$ cat config.mk
export PLATFORM = sky130hd
export DESIGN_NAME = psc_host
export DESIGN_NICKNAME = d
export VERILOG_FILES = /design/src/rtl/psc_pkg.sv /design/src/rtl/psc_host.sv
export SDC_FILE = /design/constraint.sdc
export NUM_CORES = 1
export LEC_CHECK = 0
export BUFFER_PORTS_ARGS = -buffer_cell sky130_fd_sc_hd__buf_4
export CAP_MARGIN = 15
export CORE_MARGIN = 2
export CORE_UTILIZATION = 45
export DETAILED_ROUTE_END_ITERATION = 7
export PLACE_DENSITY_LB_ADDON = 0.2
export SETUP_SLACK_MARGIN = 0.15
export SLEW_MARGIN = 0
export SYNTH_ARGS = -nofsm -noshare
export SYNTH_HDL_FRONTEND = slang
export SYNTH_SLANG_ARGS = --single-unit
$ cat constraint.sdc
create_clock -name CORE_CLK -period 3.8 [get_ports CORE_CLK]
set_input_delay 0.76 -clock CORE_CLK [delete_from_list [all_inputs] [get_ports CORE_CLK]]
set_output_delay 0.76 -clock CORE_CLK [all_outputs]
set_load 0.01 [all_outputs]
$ cat src/rtl/psc_pkg.sv
// constants and types for the pseudo sram host port controller
package psc_pkg;
  localparam int ADDR_W    = 19;
  localparam int DATA_W    = 16;
  localparam int CLK_PS    = 5000;
  // read grade limits in ns, faster grade defaults
  localparam int RC_NS     = 70;
  localparam int CE_ACC_NS = 65;
  localparam int OE_ACC_NS = 40;
  localparam int CHZ_NS    = 20;
  localparam int CLOL_NS   = 25;
  localparam int CLOL_MAX_NS = 1000;
  localparam int OD_MAX_NS = 1000;
  localparam int SETUP_NS  = 10;
  // least times round up, longest round down
  localparam int RC_CYC    = (RC_NS * 1000 + CLK_PS - 1) / CLK_PS;
  localparam int CLOL_CYC  = (CLOL_NS * 1000 + CLK_PS - 1) / CLK_PS;
  localparam int OE_ACC_CYC = (OE_ACC_NS * 1000 + CLK_PS - 1) / CLK_PS;
  localparam int CE_ACC_CYC = (CE_ACC_NS * 1000 + CLK_PS - 1) / CLK_PS;
  localparam int CHZ_CYC   = (CHZ_NS * 1000 + CLK_PS - 1) / CLK_PS;
  localparam int SETUP_CYC = (SETUP_NS * 1000 + CLK_PS - 1) / CLK_PS;
  localparam int OD_MAX_CYC = (OD_MAX_NS * 1000) / CLK_PS;
  localparam int CLOL_MAX_CYC = (CLOL_MAX_NS * 1000) / CLK_PS;
  localparam int WR_CYC    = RC_CYC;
  localparam int CNT_W     = 8;
  typedef enum logic [2:0] {
    PSC_IDLE, PSC_SETUP, PSC_RD_CE, PSC_RD_OE, PSC_WR, PSC_RECOV, PSC_PDOWN
  } psc_state_t;
endpackage

$ cat src/rtl/psc_host.sv
// host controller driving the pseudo sram asynchronous port
//
// Function
// - power down entered only from standby, chip select already high.
// - selected but idle state never held longer than 1 us.
// - at least one lane select held low during a read.
// - lane selects made valid before any read or write begins.
// - successive read cycles spaced no closer than read_cycle_time.
// - chip select to output strobe delay between minimum and 1000 ns.
// - address setup to chip select only counts if strobe fell first.
// - power_enable and write strobe stay high for the whole read.
`timescale 1ns/100ps

module psc_host #(
  parameter int ADDR_W = psc_pkg::ADDR_W,
  parameter int DATA_W = psc_pkg::DATA_W
) (
  input  wire logic              CORE_CLK,
  input  wire logic              RST,
  input  wire logic              REQ_VALID,
  input  wire logic              REQ_WRITE,
  input  wire logic [ADDR_W-1:0] REQ_ADDR,
  input  wire logic [DATA_W-1:0] REQ_WDATA,
  input  wire logic [1:0]        REQ_LANE_N,
  input  wire logic              PDOWN_REQ,
  output logic                   REQ_READY,
  output logic                   RD_VALID,
  output logic [DATA_W-1:0]      RD_DATA,
  output logic                   CHIP_SELECT_N,
  output logic                   POWER_ENABLE,
  output logic                   WRITE_N,
  output logic                   OUTPUT_N,
  output logic                   LOW_LANE_SELECT_N,
  output logic                   HIGH_LANE_SELECT_N,
  output logic [ADDR_W-1:0]      WORD_ADDRESS,
  output logic [DATA_W-1:0]      DQ_OUT,
  output logic                   DQ_OE,
  input  wire logic [DATA_W-1:0] DQ_IN
);
  typedef logic [psc_pkg::CNT_W-1:0] psc_cnt_t;

  // read data passes two flops, so the strobe stays low that much longer
  localparam int SYNC_STAGES = 2;
  localparam int OE_NEED_I   = psc_pkg::OE_ACC_CYC + SYNC_STAGES;
  localparam int RC_LEFT_I   = psc_pkg::RC_CYC - psc_pkg::CLOL_CYC;
  localparam int OE_HOLD_I   = (OE_NEED_I > RC_LEFT_I) ? OE_NEED_I
                                                       : RC_LEFT_I;

  localparam psc_cnt_t SETUP_C   = psc_cnt_t'(psc_pkg::SETUP_CYC);
  localparam psc_cnt_t CLOL_C    = psc_cnt_t'(psc_pkg::CLOL_CYC);
  localparam psc_cnt_t OE_HOLD_C = psc_cnt_t'(OE_HOLD_I);
  localparam psc_cnt_t WR_C      = psc_cnt_t'(psc_pkg::WR_CYC);
  localparam psc_cnt_t CHZ_C     = psc_cnt_t'(psc_pkg::CHZ_CYC);
  localparam psc_cnt_t ONE_C     = psc_cnt_t'(1);

  // elaboration checks
  if (ADDR_W != 19 || DATA_W != 16) begin : g_bad_size
    $error("psc_host: only 512K words of 16 bits are served");
  end
  if (OE_HOLD_I >= 2 ** psc_pkg::CNT_W) begin : g_bad_cnt
    $error("psc_host: counter too narrow for the read strobe");
  end
  if (psc_pkg::WR_CYC >= 2 ** psc_pkg::CNT_W) begin : g_bad_wr
    $error("psc_host: counter too narrow for the write strobe");
  end
  if (psc_pkg::CLOL_CYC > psc_pkg::CLOL_MAX_CYC) begin : g_bad_clol
    $error("psc_host: select to strobe delay beyond its limit");
  end
  if (psc_pkg::CLOL_CYC >= psc_pkg::OD_MAX_CYC) begin : g_bad_od
    $error("psc_host: selected idle time beyond its limit");
  end
  if (psc_pkg::SETUP_CYC < 1 || psc_pkg::CHZ_CYC < 1) begin : g_bad_gap
    $error("psc_host: setup and recovery need one cycle at least");
  end

  psc_pkg::psc_state_t state_ff;
  psc_cnt_t            cnt_ff;
  logic                ready_ff;
  logic                rd_valid_ff;
  logic [DATA_W-1:0]   rd_data_ff;
  logic                cs_n_ff;
  logic                pe_ff;
  logic                we_n_ff;
  logic                oe_n_ff;
  logic                lo_n_ff;
  logic                hi_n_ff;
  logic [ADDR_W-1:0]   addr_ff;
  logic [DATA_W-1:0]   dq_out_ff;
  logic                dq_oe_ff;
  logic                wr_ff;
  logic [DATA_W-1:0]   dq_meta_ff;
  logic [DATA_W-1:0]   dq_sync_ff;
  logic                accept;
  logic                pd_entry;
  logic                pd_exit;
  logic                setup_end;
  logic                ce_end;
  logic                oe_end;
  logic                wr_end;
  logic                recov_end;
  logic                leave;

  // a request wins over power down in the same cycle
  assign accept    = REQ_VALID && ready_ff;
  assign pd_entry  = (state_ff == psc_pkg::PSC_IDLE) && !accept
                     && PDOWN_REQ;
  assign pd_exit   = (state_ff == psc_pkg::PSC_PDOWN) && !PDOWN_REQ;
  assign setup_end = (state_ff == psc_pkg::PSC_SETUP)
                     && (cnt_ff == SETUP_C - ONE_C);
  assign ce_end    = (state_ff == psc_pkg::PSC_RD_CE)
                     && (cnt_ff == CLOL_C - ONE_C);
  assign oe_end    = (state_ff == psc_pkg::PSC_RD_OE)
                     && (cnt_ff == OE_HOLD_C - ONE_C);
  assign wr_end    = (state_ff == psc_pkg::PSC_WR)
                     && (cnt_ff == WR_C - ONE_C);
  assign recov_end = (state_ff == psc_pkg::PSC_RECOV)
                     && (cnt_ff == CHZ_C - ONE_C);
  assign leave     = accept || pd_entry || pd_exit || setup_end
                     || ce_end || oe_end || wr_end || recov_end;

  // sequencer
  always_ff @(posedge CORE_CLK or posedge RST) begin
    if (RST) begin
      state_ff <= psc_pkg::PSC_IDLE;
    end else begin
      case (state_ff)
        psc_pkg::PSC_IDLE: begin
          if (accept) begin
            state_ff <= psc_pkg::PSC_SETUP;
          end else if (pd_entry) begin
            state_ff <= psc_pkg::PSC_PDOWN;
          end
        end
        psc_pkg::PSC_SETUP: begin
          if (setup_end) begin
            state_ff <= wr_ff ? psc_pkg::PSC_WR : psc_pkg::PSC_RD_CE;
          end
        end
        psc_pkg::PSC_RD_CE: begin
          if (ce_end) begin
            state_ff <= psc_pkg::PSC_RD_OE;
          end
        end
        psc_pkg::PSC_RD_OE: begin
          if (oe_end) begin
            state_ff <= psc_pkg::PSC_RECOV;
          end
        end
        psc_pkg::PSC_WR: begin
          if (wr_end) begin
            state_ff <= psc_pkg::PSC_RECOV;
          end
        end
        psc_pkg::PSC_RECOV: begin
          if (recov_end) begin
            state_ff <= psc_pkg::PSC_IDLE;
          end
        end
        psc_pkg::PSC_PDOWN: begin
          // recovery also covers select setup after wake up
          if (pd_exit) begin
            state_ff <= psc_pkg::PSC_RECOV;
          end
        end
        default: begin
          state_ff <= psc_pkg::PSC_IDLE;
        end
      endcase
    end
  end

  // cycles spent in the current state
  always_ff @(posedge CORE_CLK or posedge RST) begin
    if (RST) begin
      cnt_ff <= '0;
    end else if (leave) begin
      cnt_ff <= '0;
    end else begin
      cnt_ff <= cnt_ff + ONE_C;
    end
  end

  // request handshake
  always_ff @(posedge CORE_CLK or posedge RST) begin
    if (RST) begin
      ready_ff <= 1'h0;
    end else if (accept || pd_entry) begin
      ready_ff <= 1'h0;
    end else if (recov_end) begin
      ready_ff <= 1'h1;
    end else if (state_ff == psc_pkg::PSC_IDLE && !PDOWN_REQ) begin
      ready_ff <= 1'h1;
    end
  end

  // request latch, held until the next request
  always_ff @(posedge CORE_CLK or posedge RST) begin
    if (RST) begin
      wr_ff     <= 1'h0;
      addr_ff   <= '0;
      dq_out_ff <= '0;
    end else if (accept) begin
      wr_ff     <= REQ_WRITE;
      addr_ff   <= REQ_ADDR;
      dq_out_ff <= REQ_WDATA;
    end
  end

  // lane selects settle before chip select falls
  always_ff @(posedge CORE_CLK or posedge RST) begin
    if (RST) begin
      lo_n_ff <= 1'h1;
      hi_n_ff <= 1'h1;
    end else if (accept && REQ_WRITE) begin
      lo_n_ff <= REQ_LANE_N[0];
      hi_n_ff <= REQ_LANE_N[1];
    end else if (accept) begin
      // reads are never masked, so both lanes go low
      lo_n_ff <= 1'h0;
      hi_n_ff <= 1'h0;
    end
  end

  // chip select
  always_ff @(posedge CORE_CLK or posedge RST) begin
    if (RST) begin
      cs_n_ff <= 1'h1;
    end else if (setup_end) begin
      cs_n_ff <= 1'h0;
    end else if (oe_end || wr_end) begin
      cs_n_ff <= 1'h1;
    end
  end

  // power enable, only dropped while deselected
  always_ff @(posedge CORE_CLK or posedge RST) begin
    if (RST) begin
      pe_ff <= 1'h1;
    end else if (pd_entry) begin
      pe_ff <= 1'h0;
    end else if (pd_exit) begin
      pe_ff <= 1'h1;
    end
  end

  // write strobe and data drive
  always_ff @(posedge CORE_CLK or posedge RST) begin
    if (RST) begin
      we_n_ff  <= 1'h1;
      dq_oe_ff <= 1'h0;
    end else if (setup_end && wr_ff) begin
      we_n_ff  <= 1'h0;
      dq_oe_ff <= 1'h1;
    end else if (wr_end) begin
      we_n_ff  <= 1'h1;
      dq_oe_ff <= 1'h0;
    end
  end

  // output strobe falls only after chip select
  always_ff @(posedge CORE_CLK or posedge RST) begin
    if (RST) begin
      oe_n_ff <= 1'h1;
    end else if (ce_end) begin
      oe_n_ff <= 1'h0;
    end else if (oe_end) begin
      oe_n_ff <= 1'h1;
    end
  end

  // data pins come from outside, two flops first
  always_ff @(posedge CORE_CLK or posedge RST) begin
    if (RST) begin
      dq_meta_ff <= '0;
      dq_sync_ff <= '0;
    end else begin
      dq_meta_ff <= DQ_IN;
      dq_sync_ff <= dq_meta_ff;
    end
  end

  // read result, taken while address and strobes still stand
  always_ff @(posedge CORE_CLK or posedge RST) begin
    if (RST) begin
      rd_valid_ff <= 1'h0;
      rd_data_ff  <= '0;
    end else begin
      rd_valid_ff <= oe_end;
      if (oe_end) begin
        rd_data_ff <= dq_sync_ff;
      end
    end
  end

  assign REQ_READY          = ready_ff;
  assign RD_VALID           = rd_valid_ff;
  assign RD_DATA            = rd_data_ff;
  assign CHIP_SELECT_N      = cs_n_ff;
  assign POWER_ENABLE       = pe_ff;
  assign WRITE_N            = we_n_ff;
  assign OUTPUT_N           = oe_n_ff;
  assign LOW_LANE_SELECT_N  = lo_n_ff;
  assign HIGH_LANE_SELECT_N = hi_n_ff;
  assign WORD_ADDRESS       = addr_ff;
  assign DQ_OUT             = dq_out_ff;
  assign DQ_OE              = dq_oe_ff;
endmodule // psc_host

==> metrics.csv <==
metric;value;unit
status;completed;
cts_root_buf;clkbuf_8;
ant_nets;0;
finalWeightedCongestion;0.805;
grt_use_total;0.169;
overflow;0;
rr_startpoint;state_ff[1]$_DFFE_PP0P_;
grt_pass1_vias;2594;
hpwl;5240;um
routed_via_density;5.07;
p_leak;2.43;nW
cp_data_arrival_time;2490;ps
async_flop_share;1.00;
syn_to_final_growth;30.0;%
insertion_delay;360;ps
grt_max_degree;66;
path_max_fanout;22;
hold_end;dq_sync_ff[8]$_DFF_PP0_;
cts_setup_buffers;0;
synthXorXnorAreaFrac;0.0132;
setup_violations;0;
drt_iter0_markers;64;
timing.final.crit_period;2250;ps
wl_per_cell;15.0;um
grt_first_pass_wirelength;12900;um
yosysWarnings;0;
max-cap-violations;0;
fin_skew;8.60;ps
fin_crit_sh;0.591;
r2r_cells;5;
fmax;0.445;GHz
ys_types;46;
r2r_slack;1550;ps
drtPass1Iterations;4;
synthSimpleGateAreaFrac;0.0839;
synth-edff-count;0;
slowest_delay;770;ps
ys_ff_latch;104;
die_area;9580;um2
worstSetupEndpointType;register;
rsz0062_at_grt;false;
postCtsHoldBufs;0;
critPathSlowestCell;dfrtp_1;
ctsResizeCount;0;
clk_pin_slew;90;ps
cts_tree;done;
synthMuxAreaShare;0.157;
synth_compound_area_frac;0.0571;
n_antenna_cell;0;
nets;454;
cts.path.max_buffers;2;
peakVddDrop;0.000395;V
mostFrequentLayoutCell;buf_4;
dpl_cell_area;4950;um2
io_buffers;117;
synth_ff_type;dfrtp_1;
layout_common_cells;buf_4 (117), dfrtp_1 (98), mux2_2 (42), nor2_1 (18), nand2_1 (12);
relSlewSlack;0.388;
wl;7570;um
ios;118;
synthAdderAreaFrac;0.00946;
antenna_found_initial;0;
synth_top_family_by_area;multiplexers;
clkSinkCount;104;
finalHoldViolations;0;
startpoint_type;register;
cp.required;4050;ps
cts_htree_levels;3;
hold_path_depth;0;
timing.rr.end;state_ff[1]$_DFFE_PP0P_;
drive_above_1_share;0.499;
cts_buffers;9;
avgSynthCellArea;14.4;um2
worstMarginPinSlew;918;ps
crit_start;state_ff[1]$_DFFE_PP0P_;
ys_seq_area_frac;0.658;
timing.setup.tns;0;ps
hp-start;dq_meta_ff[8]$_DFF_PP0_;
hp-class;reg -> reg;
critical_path_class;reg -> reg;
die_x;97.9;um
path_cells;or3b_1 > a32o_1 > a22oi_1 > nor4_1 > o32a_1;
power.density;707;nW/um2
design_area;5160;um2
synthCells;276;
syn-cell-area;3970;um2
rows;34;
syn_nets;337;
drcViolationCount;0;
start_util;0.459;
die_y;97.9;um
drv_slew;0;
vias;2558;
coreArea;8640;um2
how the worst max path moves through the flow:
stage,cells past startpoint,slack [ps],endpoint
final,5,1550,state_ff[1]$_DFFE_PP0P_
after global routing,5,1420,state_ff[1]$_DFFE_PP0P_
after CTS,5,1600,state_ff[2]$_DFFE_PP0P_
after detailed placement,5,1560,state_ff[1]$_DFFE_PP0P_
after global placement,5,1600,state_ff[1]$_DFFE_PP0P_
after floorplan,1,320,DQ_OE$_DFFE_PP0P_
metrics by stage:
stage	hold slack (ps)	util	power [W]	worst slack [ps]	cells
after global routing	364	0.597	0.00390	1420	505
final	354	0.597	0.00365	1550	505
after detailed placement	335	0.573	0.00295	1560	490
after CTS	357	0.597	0.00370	1600	505
after global placement	331	0.573	0.00292	1600	490
after floorplan	331	-	0.00238	318	276
registers in the layout (all words and copies together), names as in the netlist:
name / flops
WORD_ADDRESS: 19
DQ_OUT: 16
RD_DATA: 16
dq_meta_ff: 16
dq_sync_ff: 16
cnt_ff: 8
state_ff: 3
CHIP_SELECT_N: 1
DQ_OE: 1
HIGH_LANE_SELECT_N: 1
LOW_LANE_SELECT_N: 1
OUTPUT_N: 1
POWER_ENABLE: 1
RD_VALID: 1
REQ_READY: 1
WRITE_N: 1
wr_ff: 1
routing by layer:
| layer | vias up | part of all wire | track usage |
|---|---|---|---|
| met2 | 111 | 0.46 | 0.246 |
| met1 | 1252 | 0.41 | 0.217 |
| li1 | 1184 | - | - |
| met5 | - | 0 | 0 |
| met4 | 0 | 0.016 | 0.0577 |
| met3 | 11 | 0.11 | 0.0895 |
critical path, delay by kind of cell (launching register included):
kind / cells / cell delay, ps
DFF: 1 / 770
AOI/OAI and AO/OA: 3 / 800
and+or+nand+nor: 2 / 560
layout make-up:
type | instances | area [um2]
Fill cell | 693 | 3480
Sequential cell | 104 | 2610
Multi-Input combinational cell | 153 | 1270
Timing Repair Buffer | 118 | 898
Clock buffer | 11 | 151
Tap cell | 108 | 135
Clock inverter | 4 | 58.8
Inverter | 7 | 28.8
kinds of logic (layout without fill, tap and decap cells):
family,after synthesis,in the layout
buffers and inverters,19,140
adders and majority gates,3,3
xor gates and xnor gates,6,6
DFF,104,104
muxes,52,52
and+or+nand+nor,59,59
AOI/OAI and AO/OA,33,33
cell usage after synthesis (3+ instances only):
library cell  number  share of area
mux2_2            42           0.12
buf_2              5         0.0063
xor2_1             4         0.0088
ha_1               3         0.0095
a21oi_1            8          0.010
nor3_1             6         0.0076
nand2b_1           5         0.0079
inv_1              7         0.0066
nand2_1           12          0.011
nor2_1            18          0.017
clkbuf_1           4         0.0038
dfstp_2            6          0.040
o21ai_0            7         0.0088
nor2b_1            4         0.0063
mux2_4            10          0.038
dfrtp_1           98           0.62
where the power goes:
part	total, W	internal, W	switching, W
sequential	0.00167	0.00142	0.000247
combinational	0.00125	0.000705	0.000546
clock	0.000727	0.000347	0.000380
total	0.00365	0.00247	0.00117
Note: power is estimated with default switching activity, not from simulation.
